## src/rtl/adc_port_regs.svh

```systemverilog
// Purpose: Constants for the converter serial port and control pins.
// Assumes: Master clock of 20 MHz, one clock domain.
// Notes:   Definitions only; included by bare name.
`ifndef ADC_PORT_REGS_SVH
`define ADC_PORT_REGS_SVH

// ---------------------------------------------------------------------
// Clock and framing
// ---------------------------------------------------------------------
`define MCLK_PERIOD_NS 50
`define OUT_FRAME_BITS 6'd32
`define WRITE_BITS 6'd32
`define WORD_HALF 16
`define DATA_BITS 24
`define STATUS_BITS 8

// Half periods of the modulator clock, in master clocks, less one.
`define HALF_DIV_NORMAL 1'b0
`define HALF_DIV_LOW 1'b1

// ---------------------------------------------------------------------
// Decimation ratios, counted in modulator clocks
// ---------------------------------------------------------------------
`define DEC_64 9'd64
`define DEC_128 9'd128
`define DEC_256 9'd256

// ---------------------------------------------------------------------
// Three-level rate pin: bit 1 is pin driven, bit 0 is its level
// ---------------------------------------------------------------------
`define RATE_PIN_DRIVEN 1
`define RATE_PIN_LEVEL 0

`endif

```

## src/rtl/adc_port_pkg.sv

```systemverilog
// Purpose: Types shared by the converter serial port design.
// Assumes: Constants live in adc_port_regs.svh.
// Notes:   Types only.
package adc_port_pkg;

  typedef enum logic [1:0] {
    rate_64,
    rate_128,
    rate_256
  } rate_sel_t;

  typedef enum logic {
    wr_idle,
    wr_shift
  } wr_state_t;

endpackage : adc_port_pkg

```

## src/rtl/adc_serial_port.sv

```systemverilog
// Purpose: Serial port, restart, power-down, rate select and overrange
//          logic of a sigma-delta converter.
// Assumes: All inputs synchronous to mclk_i; conversion data comes from a
//          filter outside this block.
// Notes:   The bit clock is a divided master clock, not a second domain.
//
// Notes on behaviour
// - Bit clock equals the modulator clock.
// - Output strobe low exactly 32 bit clocks.
// - Output bits change on bit clock rise.
// - Each frame carries data plus status.
// - Strobe low at fall: next fall takes bit.
// - Write is address word then data word.
// - Restart falling edge resets decimation filter.
// - Power-down low holds everything in reset.
// - Supply 64x, floating 128x, ground 256x.
// - Overrange output high near input limit.
// - Word rate follows master clock.
// - Modulator clock is master over two/four.
`timescale 1ns/1ps
`include "adc_port_regs.svh"

module adc_serial_port (
  // Clock and reset
  input wire logic mclk_i,
  input wire logic rst_n_i,
  // Control pins
  input wire logic reset_powerdown_n_i,
  input wire logic low_power_i,
  input wire logic [1:0] oversample_select_i,
  input wire logic filter_restart_i,
  input wire logic near_limit_i,
  // Conversion result from the filter
  input wire logic [`DATA_BITS-1:0] conversion_data_i,
  // Serial output
  output logic serial_clock_o,
  output logic output_frame_strobe_n_o,
  output logic serial_out_line_o,
  // Serial input
  input wire logic input_frame_strobe_n_i,
  input wire logic serial_in_line_i,
  // Decoded write
  output logic [`WORD_HALF-1:0] write_addr_o,
  output logic [`WORD_HALF-1:0] write_data_o,
  output logic write_valid_o,
  // Status
  output logic overrange_o,
  output logic filter_reset_o,
  output logic powered_down_o,
  output adc_port_pkg::rate_sel_t rate_select_o
);
  import adc_port_pkg::*;

  logic core_rst;
  logic bclk_rise;
  logic bclk_fall;

  assign core_rst = ~rst_n_i | ~reset_powerdown_n_i;

  // ---------------------------------------------------------------------
  // Modulator and bit clock
  // ---------------------------------------------------------------------
  // Output is the divider flop itself, so the pin stays glitch free.
  modulator_clock_gen u_clk_gen (
    .mclk_i(mclk_i),
    .core_rst_i(core_rst),
    .low_power_i(low_power_i),
    .modulator_clock_o(serial_clock_o),
    .rise_o(bclk_rise),
    .fall_o(bclk_fall)
  );

  // ---------------------------------------------------------------------
  // Control pins: rate, overrange, restart, power-down
  // ---------------------------------------------------------------------
  rate_sel_t rate_ff;
  rate_sel_t nxt_rate;
  logic restart_d_ff;
  logic nxt_restart_d;
  logic filt_rst_ff;
  logic nxt_filt_rst;
  logic ovr_ff;
  logic nxt_ovr;
  logic pd_ff;
  logic nxt_pd;
  logic restart_fall;

  always_comb begin
    nxt_rate = rate_ff;
    // The setting is only taken while held in reset, so a running word
    // clock never sees its ratio change mid-frame.
    if (core_rst) begin
      if (!oversample_select_i[`RATE_PIN_DRIVEN]) begin
        nxt_rate = rate_128;
      end else if (oversample_select_i[`RATE_PIN_LEVEL]) begin
        nxt_rate = rate_64;
      end else begin
        nxt_rate = rate_256;
      end
    end
    restart_fall = restart_d_ff & ~filter_restart_i;
    nxt_restart_d = filter_restart_i;
    nxt_filt_rst = restart_fall;
    nxt_ovr = near_limit_i;
    nxt_pd = ~reset_powerdown_n_i;
  end

  always_ff @(posedge mclk_i) begin
    rate_ff <= nxt_rate;
    pd_ff <= nxt_pd;
    if (core_rst) begin
      restart_d_ff <= 1'b1;
      filt_rst_ff <= 1'b0;
      ovr_ff <= 1'b0;
    end else begin
      restart_d_ff <= nxt_restart_d;
      filt_rst_ff <= nxt_filt_rst;
      ovr_ff <= nxt_ovr;
    end
  end

  assign rate_select_o = rate_ff;
  assign overrange_o = ovr_ff;
  assign filter_reset_o = filt_rst_ff;
  assign powered_down_o = pd_ff;

  // ---------------------------------------------------------------------
  // Output word timing and shift register
  // ---------------------------------------------------------------------
  logic [8:0] word_cnt_ff;
  logic [8:0] nxt_word_cnt;
  logic [8:0] dec_lim;
  logic [5:0] out_cnt_ff;
  logic [5:0] nxt_out_cnt;
  logic [31:0] out_sh_ff;
  logic [31:0] nxt_out_sh;
  logic fso_n_ff;
  logic nxt_fso_n;
  logic sdo_ff;
  logic nxt_sdo;
  logic word_due;
  logic [31:0] frame_word;

  always_comb begin
    unique case (rate_ff)
      rate_64: dec_lim = `DEC_64;
      rate_128: dec_lim = `DEC_128;
      rate_256: dec_lim = `DEC_256;
      default: dec_lim = `DEC_128;
    endcase
    // Words come every dec_lim modulator clocks, so the rate tracks mclk.
    word_due = bclk_rise && (word_cnt_ff == dec_lim - 9'd1);
    nxt_word_cnt = word_cnt_ff;
    if (restart_fall) begin
      nxt_word_cnt = 9'd0;
    end else if (bclk_rise) begin
      nxt_word_cnt = word_due ? 9'd0 : word_cnt_ff + 9'd1;
    end
    frame_word = {conversion_data_i, ovr_ff, pd_ff, rate_ff,
                  low_power_i, 3'h0};
    nxt_out_cnt = out_cnt_ff;
    nxt_out_sh = out_sh_ff;
    nxt_fso_n = fso_n_ff;
    nxt_sdo = sdo_ff;
    if (bclk_rise) begin
      if (word_due && out_cnt_ff == 6'd0) begin
        nxt_out_cnt = `OUT_FRAME_BITS;
        nxt_fso_n = 1'b0;
        nxt_sdo = frame_word[31];
        nxt_out_sh = {frame_word[30:0], 1'b0};
      end else if (out_cnt_ff == 6'd1) begin
        nxt_out_cnt = 6'd0;
        nxt_fso_n = 1'b1;
        nxt_sdo = 1'b0;
      end else if (out_cnt_ff != 6'd0) begin
        nxt_out_cnt = out_cnt_ff - 6'd1;
        nxt_sdo = out_sh_ff[31];
        nxt_out_sh = {out_sh_ff[30:0], 1'b0};
      end
    end
  end

  always_ff @(posedge mclk_i) begin
    if (core_rst) begin
      word_cnt_ff <= 9'd0;
      out_cnt_ff <= 6'd0;
      out_sh_ff <= 32'h0;
      fso_n_ff <= 1'b1;
      sdo_ff <= 1'b0;
    end else begin
      word_cnt_ff <= nxt_word_cnt;
      out_cnt_ff <= nxt_out_cnt;
      out_sh_ff <= nxt_out_sh;
      fso_n_ff <= nxt_fso_n;
      sdo_ff <= nxt_sdo;
    end
  end

  assign output_frame_strobe_n_o = fso_n_ff;
  assign serial_out_line_o = sdo_ff;

  // ---------------------------------------------------------------------
  // Write receiver
  // ---------------------------------------------------------------------
  wr_state_t wr_state_ff;
  wr_state_t nxt_wr_state;
  logic [5:0] in_cnt_ff;
  logic [5:0] nxt_in_cnt;
  logic [31:0] in_sh_ff;
  logic [31:0] nxt_in_sh;
  logic [`WORD_HALF-1:0] wr_addr_ff;
  logic [`WORD_HALF-1:0] nxt_wr_addr;
  logic [`WORD_HALF-1:0] wr_data_ff;
  logic [`WORD_HALF-1:0] nxt_wr_data;
  logic wr_valid_ff;
  logic nxt_wr_valid;

  always_comb begin
    nxt_wr_state = wr_state_ff;
    nxt_in_cnt = in_cnt_ff;
    nxt_in_sh = in_sh_ff;
    nxt_wr_addr = wr_addr_ff;
    nxt_wr_data = wr_data_ff;
    nxt_wr_valid = 1'b0;
    if (bclk_fall) begin
      unique case (wr_state_ff)
        wr_idle: begin
          if (!input_frame_strobe_n_i) begin
            nxt_wr_state = wr_shift;
            nxt_in_cnt = 6'd0;
          end
        end
        wr_shift: begin
          // The host has the MSB valid on this first fall.
          nxt_in_sh = {in_sh_ff[30:0], serial_in_line_i};
          nxt_in_cnt = in_cnt_ff + 6'd1;
          if (in_cnt_ff == `WRITE_BITS - 6'd1) begin
            // Strobe still low here is not a new write: a single device
            // relies on the host releasing it within 32 periods.
            nxt_wr_state = wr_idle;
            nxt_wr_addr = in_sh_ff[30:15];
            nxt_wr_data = {in_sh_ff[14:0], serial_in_line_i};
            nxt_wr_valid = 1'b1;
          end
        end
      endcase
    end
  end

  always_ff @(posedge mclk_i) begin
    if (core_rst) begin
      wr_state_ff <= wr_idle;
      in_cnt_ff <= 6'd0;
      in_sh_ff <= 32'h0;
      wr_addr_ff <= 16'h0;
      wr_data_ff <= 16'h0;
      wr_valid_ff <= 1'b0;
    end else begin
      wr_state_ff <= nxt_wr_state;
      in_cnt_ff <= nxt_in_cnt;
      in_sh_ff <= nxt_in_sh;
      wr_addr_ff <= nxt_wr_addr;
      wr_data_ff <= nxt_wr_data;
      wr_valid_ff <= nxt_wr_valid;
    end
  end

  assign write_addr_o = wr_addr_ff;
  assign write_data_o = wr_data_ff;
  assign write_valid_o = wr_valid_ff;

endmodule : adc_serial_port

```

## src/rtl/modulator_clock_gen.sv

```systemverilog
// Purpose: Divides the master clock into the modulator clock.
// Assumes: Synchronous active-high reset from the parent.
// Notes:   Rise and fall pulses mark the master edge that moves the clock.
`timescale 1ns/1ps
`include "adc_port_regs.svh"

module modulator_clock_gen (
  // Clock and reset
  input wire logic mclk_i,
  input wire logic core_rst_i,
  // Mode
  input wire logic low_power_i,
  // Modulator clock and its edge markers
  output logic modulator_clock_o,
  output logic rise_o,
  output logic fall_o
);

  logic div_cnt_ff;
  logic nxt_div_cnt;
  logic clk_ff;
  logic nxt_clk;
  logic half_lim;
  logic at_lim;

  // ---------------------------------------------------------------------
  // Divider
  // ---------------------------------------------------------------------
  always_comb begin
    half_lim = low_power_i ? `HALF_DIV_LOW : `HALF_DIV_NORMAL;
    at_lim = (div_cnt_ff == half_lim);
    nxt_div_cnt = at_lim ? 1'b0 : div_cnt_ff + 1'b1;
    nxt_clk = at_lim ? ~clk_ff : clk_ff;
  end

  always_ff @(posedge mclk_i) begin
    if (core_rst_i) begin
      div_cnt_ff <= 1'b0;
      clk_ff <= 1'b0;
    end else begin
      div_cnt_ff <= nxt_div_cnt;
      clk_ff <= nxt_clk;
    end
  end

  assign modulator_clock_o = clk_ff;
  assign rise_o = ~core_rst_i & at_lim & ~clk_ff;
  assign fall_o = ~core_rst_i & at_lim & clk_ff;

endmodule : modulator_clock_gen

```

## config.mk

```make
export PLATFORM = sky130hd
export DESIGN_NAME = adc_serial_port
export DESIGN_NICKNAME = d
export VERILOG_FILES = /design/src/rtl/adc_port_pkg.sv /design/src/rtl/adc_serial_port.sv /design/src/rtl/modulator_clock_gen.sv
export VERILOG_INCLUDE_DIRS = /design/src /design/src/rtl
export SDC_FILE = /design/constraint.sdc
export NUM_CORES = 1
export LEC_CHECK = 0
export BUFFER_PORTS_ARGS = -buffer_cell sky130_fd_sc_hd__buf_4
export CAP_MARGIN = 0
export CORE_MARGIN = 2
export CORE_UTILIZATION = 45
export DETAILED_ROUTE_END_ITERATION = 16
export GPL_TIMING_DRIVEN = 0
export MAX_ROUTING_LAYER = met4
export PLACE_DENSITY = 0.66
export SLEW_MARGIN = 10
export SYNTH_ARGS = -nofsm -noshare
export SYNTH_HDL_FRONTEND = slang
export SYNTH_SLANG_ARGS = --single-unit
```

## constraint.sdc

```tcl
create_clock -name mclk_i -period 3.25 [get_ports mclk_i]
set_clock_uncertainty 0.15 [all_clocks]
set_input_delay 0 -clock mclk_i [delete_from_list [all_inputs] [get_ports mclk_i]]
set_output_delay 0 -clock mclk_i [all_outputs]
set_load 0.03 [all_outputs]
```

Word-level counts from Yosys, hierarchy flattened --
Index checks and enable logic that the tools add are counted.
Storage, ports and cells: flip-flop bits (word level) 128, bits in latches 0, memory bits (writable) 0, memory bits (read-only) 0, bits of input ports 34, logic and storage cells 80, memories 0
Operators by class: add/sub/neg operators 5, multipliers 0, div/mod/pow operators 0, $lt $le $gt $ge 0, equality and inequality tests 7, shift-type cells 0, muxes and demuxes 21, bitwise logic cells 12, reduce and logical (&&, ||, !) cells 17
Operators by type and width (number):
- 32-bit two-way mux | 3
- 6-bit two-way mux | 4
- 9-bit case mux with 2 select lines | 1
- 6-bit case mux with 2 select lines | 1
- 9-bit by 1-bit adder with 9-bit output, second input constant | 1
- 9-bit equality test | 1
- 1-bit two-way mux | 9
- 9-bit two-way mux | 1
- 9-bit by 1-bit subtractor with 9-bit output, second input constant | 1
- 2-bit AND reduction | 4
- 1-bit NOT | 7
- 6-bit by 1-bit adder with 6-bit output, second input constant | 1
- 6-bit by 1-bit equality test with 1-bit output, second input constant | 1
- 6-bit by 5-bit equality test with 1-bit output, second input constant | 1
- 6-bit zero test | 1
- 3-bit AND reduction | 2
- 6-bit nonzero test | 1
- 6-bit by 1-bit subtractor with 6-bit output, second input constant | 1
- 1-bit bitwise AND | 4
- 2-bit inequality test, second input constant | 2
- 2-bit nonzero test | 2
- 2-bit OR reduction | 2
- 3-bit nonzero test | 1
- 3-bit OR reduction | 1
- 8 further kinds | 9

Longest topological paths before layout --
depth in word-level cells 9, gate-level depth with buffers 9, depth with buffers taken out 7

Modules after synthesis --
Synthesis repeated with hierarchy kept, for this count alone.
Unflattened totals: cells, all modules 498, area total of the unflattened synthesis 4858.4 µm²
By module, submodules not included:
- adc_serial_port | times used 1, cells an instance 489, area an instance 4757.1 µm², seq. area each 2462.4 µm²
- modulator_clock_gen | times used 1, cells an instance 9, area an instance 101.3 µm², seq. area each 40.0 µm²

Least setup slack after synthesis --
No wires, ideal clock.
path type reg2reg, from register u_clk_gen.clk_ff, in the netlist u_clk_gen.modulator_clock_o, to register wr_addr_ff[0], in the netlist write_addr_o[0], arrival time 1995 ps, data required time 2968 ps, slack 973 ps, cell stages (with the launch flop) 8, clock period less this slack 2277 ps, path through dfxtp_1 clkbuf_1 nand4_2 or4b_1 buf_2 clkbuf_1 nand2_1 a21oi_1
On the way: cells in the longest elaborated chain, start to end 2
Ends and longest elaborated chain:
- from (decl) | RTL line modulator_clock_gen.sv:21 | logic clk_ff;
- from (signal assigned) | RTL line modulator_clock_gen.sv:42 | clk_ff <= nxt_clk;
- 1-bit bitwise AND | RTL line modulator_clock_gen.sv:48 | assign fall_o = ~core_rst_i & at_lim & clk_ff;
- 3-bit AND reduction (no source line)
- to (signal assigned) | RTL line adc_serial_port.sv:262 | wr_addr_ff <= nxt_wr_addr;
- to (decl) | RTL line adc_serial_port.sv:211 | logic [`WORD_HALF-1:0] wr_addr_ff;
No other way between the ends. A chain may end at the register's enable or synchronous reset.

Worst setup path in the final report --
from register rate_ff[1], in the netlist rate_select_o[1], to register sdo_ff, in the netlist serial_out_line_o
On the way: cells in the longest elaborated chain, start to end 8
Ends and longest elaborated chain:
- from (decl) | RTL line adc_serial_port.sv:76 | rate_sel_t rate_ff;
- from (signal assigned) | RTL line adc_serial_port.sv:109 | rate_ff <= nxt_rate;
- 2-bit equality test or 2-bit zero test (tied branches) | RTL line adc_serial_port.sv:145 | unique case (rate_ff)
- 9-bit case mux with 2 select lines (*) | RTL line adc_serial_port.sv:145
- 9-bit by 1-bit subtractor with 9-bit output (*) | RTL line adc_serial_port.sv:152 | word_due = bclk_rise && (word_cnt_ff == dec_lim - 9'd1);
- 9-bit equality test (*) | RTL line adc_serial_port.sv:152
- 1-bit logical AND (*) | RTL line adc_serial_port.sv:152
- 1-bit logical AND (*) | RTL line adc_serial_port.sv:166 | if (word_due && out_cnt_ff == 6'd0) begin
- 3-bit nonzero test (no source line)
- 2-bit AND reduction (no source line)
- to (signal assigned) | RTL line adc_serial_port.sv:195 | sdo_ff <= nxt_sdo;
- to (decl) | RTL line adc_serial_port.sv:139 | logic sdo_ff;
Mark *: on every way between the ends. The rest lies on a longest branch, timed or not.

==> results by stage <==
Synth:
- After synthesis the netlist holds a flip-flop and latch count of 124.
- The share of synthesized registers carrying an async set or reset is 0%.
- Sorting the synthesized cells by area gives the leading types as sky130_fd_sc_hd__dfxtp_1, sky130_fd_sc_hd__nand2_1, sky130_fd_sc_hd__a21oi_1, sky130_fd_sc_hd__a22oi_1, sky130_fd_sc_hd__nor2_1.
- The net count of the mapped netlist is 607.
- The commonest cells after synthesis are sky130_fd_sc_hd__nand2_1, sky130_fd_sc_hd__dfxtp_1, sky130_fd_sc_hd__a21oi_1, sky130_fd_sc_hd__a22oi_1, sky130_fd_sc_hd__nor2_1.
- Synthesis produced 568 cells.
- For this run, the number of Yosys warnings is 0.
- The largest total area in the synthesized netlist belongs to sky130_fd_sc_hd__dfxtp_1.
- The dominant synthesized flop cell is sky130_fd_sc_hd__dfxtp_1.
- The sequential element share of the synthesized area is 52.2%.
- The distinct cell type count of the synthesized netlist is 50.
- sky130_fd_sc_hd__nand2_1 is the most common cell in the netlist.
- Averaged over all synthesized cells, the footprint is 8.44 um2.
- In this run, synthesis inferred 2 flip-flops with an integrated enable.
- In this run the cell area of the synthesized design comes to 4790 um2.
- The area share of the leading cell type in the synthesized netlist is 51.0%.

Routing:
- For this run, design rule violations remaining after detail routing come to 0.
- After detailed routing, the total wire length is 11.6 mm.
- Dividing the detail-routed wire length by the instance count gives 13.7 um.
- In this run the remaining antenna-violating nets after routing total 0.
- The detailed router's first-iteration violation count is 261.
- The count of TritonRoute iterations in the first routing pass is 5.
- The total number of vias is 4382.
- The via-per-instance ratio is 5.17.

Setup path:
- The most numerous cell on the critical path is sky130_fd_sc_hd__nor3_1.
- The delay contributed by the slowest stage of the critical path is 0.56 ns.
- The worst setup path is captured at a flip-flop.
- For the worst setup path, the data required time is 3.50 ns.
- In this run the worst path has a maximum fanout of 6.
- The signal on the critical path passes through or4_4, a311oi_2, nand3_1, nor3_1, nor3_1, dlygate4sd3_1.
- The startpoint type of the worst setup path is a flip-flop.
- Among all stages on the critical path, the largest delay is contributed by sky130_fd_sc_hd__dlygate4sd3_1.
- The type of the worst setup path is reg -> reg.
- For the worst setup path, the data arrival time is 3.22 ns.

STA:
- Setup repair after global routing left no endpoint under its margin.
- Across all setup checks in the final design, the least slack found is 0.280 ns.
- After layout, the worst path uses 91.4% of the clock period.
- The final hold violation count was 0.
- The final setup TNS is 0 ns.
- Timing would allow up to 337 MHz.
- The count of endpoints failing setup in the final report is 0.
- At the pin with the least slew margin, the transition time is 0.729 ns.
- The worst slew margin relative to its limit is 51.1%.
- The max-slew violation total from the final report is 0.
- The shortest clock period the worst path allows after layout is 2.97 ns.

Global route:
- For this run the aggregate overflow at the end of global routing stands at 0.
- Entering global routing, the biggest net connects 17 pins.
- The number of global-route vias before repair is 4239.
- The number of antenna violations at the first check in global routing is 0.
- The first-pass GRT wire length is 19.5 mm.
- The overall track demand over capacity in global routing is 21.6%.

Run status:
- The run finished with clean final reports.

Power and ir drop:
- The standby leakage power is 0.00230 uW.
- The proportion of power drawn by combinational gates is 3.9%.
- The worst-case IR drop observed on VDD is 0.347 mV.
- The analysis attributes to net switching a power of 794 uW.
- Sequential cells account for 41.7% of the total power.
- The share of total power dissipated in the clock network is 54.3%.
- The cell area power density is 564 nW/um2.
- The internal power contribution is 2890 uW.
- The proportion of total power due to net switching is 21.6%.

Cells and area:
- The area growth from synthesis to final layout is 36.0%.
- After filler insertion, the fill cell instance count of the layout stands at 859.
- The area of combinational cells with multiple inputs is 2080 um2.
- The repair_antennas step left the layout with diodes totalling 0.
- The layout cell share with drive strength beyond 1 is 18.1%.
- The final layout contains 737 nets.
- In the final layout, flip-flops and latches occupy 2500 um2.

Floorplanning:
- The width of the die is 107 um.
- Once the floorplan was initialized, standard cells occupied 46.4% of the core.
- The placeable core region is 10300 um2.
- The die covers 11500 um2.
- The die height is 107 um.
- The top-level port count is 75.
- The number of rows created at floorplan is 37.

Clock tree:
- TritonCTS created 17 clock buffers.
- The clock passes through at most 2 buffers.
- TritonCTS built the clock tree.
- The root buffer cell is sky130_fd_sc_hd__clkbuf_8.
- Counting every sink on the clock net gives 124.
- The later pin in the worst-skew pair is clocked with a latency of 0.51 ns.
- The clock transition at the registers of the reported paths is 0.06 ns.
- CTS built an H-tree with a depth of 4.
- The buffers inserted during post-CTS setup optimization is 0.
- The number of buffers added to fix hold violations after cts is 37.
- The post-cts resize count is 0.

Placement:
- The post-DP HPWL is 7.60 mm.
- The post-placement worst setup slack is 0.584 ns.
- The global placement routability congestion is 0.811.
- The number of input and output port buffers inserted is 74.

Flow run:
- The reported max-cap violation count is 0.

Worst hold path:
- The worst hold path belongs to the class in -> reg.
==> cells in the final DEF, fill, tap and decap left out, drive strengths merged, types with 3 or more instances in the layout <==
master       netlist  final
a21oi             99     99
a22oi             25     25
a311oi             3      3
a31oi              3      3
and2               3      3
buf               11     85
bufinv             0      4
clkbuf            23     41
clkinv             1      3
dfxtp            122    122
dlygate4sd3        0     37
ha                 5      5
inv                9     16
nand2            164    164
nand3              7      7
nand4              4      4
nor2              24     24
nor3              10     10
o21ai              9      9
o31ai              3      3
or3                5      5
xnor2              8      8
xor2               4      4
==> flip-flops by register name, indices dropped and copies added, names as in the netlist <==
name and count:
write_valid_o 1, overrange_o 1, u_clk_gen.div_cnt_ff 1, rate_select_o 2, write_addr_o 16, out_sh_ff 28
restart_d_ff 1, word_cnt_ff 9, in_sh_ff 31, in_cnt_ff 6, powered_down_o 1, write_data_o 16
wr_state_ff 1, filter_reset_o 1, serial_out_line_o 1, u_clk_gen.modulator_clock_o 1, out_cnt_ff 6, output_frame_strobe_n_o 1
==> layer usage <==
layer / track usage, % / vias up / routed length, um
met5: - / - / 0
met4: 6.86 / 0 / 99
met3: 4.80 / 10 / 520
met2: 35.3 / 111 / 5560
met1: 26.7 / 2059 / 5450
li1: - / 2202 / -
==> cells by family (layout without fill, tap and decap cells) <==
group	after synthesis	count (layout)	share of synthesized area, %
adder cells (fa/ha/maj)	5	5	1.31
XOR/XNOR	12	12	2.35
AND/OR/NAND/NOR	231	231	20.7
multiplexers	2	2	0.418
AO/OA/AOI/OAI	150	150	18.7
buffers and inverters	44	187	4.33
flip-flops	124	124	52.2
==> power by group through the flow <==
stage	Combinational, uW	Clock [uW]	Sequential [uW]
2_1_floorplan	43.4	0	1580
3_3_place_gp	108	0	1570
3_5_place_dp	109	0	1570
4_1_cts	144	2020	1540
5_1_grt	156	2100	1540
6_report	145	2000	1540
==> layout make-up <==
class | count | share of cell area [%]
plain buffers | 34 | 2.59
clock buffers | 18 | 6.56
clock inverters | 14 | 3.11
inverters | 10 | 0.595
multi-input cells | 400 | 32.0
flip-flops and latches | 124 | 38.4
well taps | 136 | 2.61
repair buffers | 111 | 14.2
==> worst paths after layout <==
check	startpoint	endpoint	slack, ns	cells after the start
worst max-delay path	rate_select_o[1]	serial_out_line_o	0.28	6
worst min-delay path	reset_powerdown_n_i	powered_down_o	0.06	3
worst max register to register	rate_select_o[1]	serial_out_line_o	0.28	6
worst min register to register	restart_d_ff	filter_reset_o	0.29	2
==> critical path: cells and delay by family (launching register included) <==
kind                   cells  cell delay (ns)
buffers and inverters      1             0.56
flip-flops                 1             0.44
AND/OR/NAND/NOR            4             1.18
AO/OA/AOI/OAI              1             0.52
==> per-stage QoR <==
stage	total power (uW)	util (%)	cells	cell area, um2	hold slack, ns
2_1_floorplan	1620	-	568	4790	-0.0935
3_3_place_gp	1680	53.5	778	5520	0.0397
3_5_place_dp	1680	53.5	778	5520	0.0332
4_1_cts	3700	63.2	847	6520	0.0493
5_1_grt	3790	63.2	847	6520	0.0736
6_report	3680	63.2	847	6520	0.0632
(Power assumes the default switching activity.)
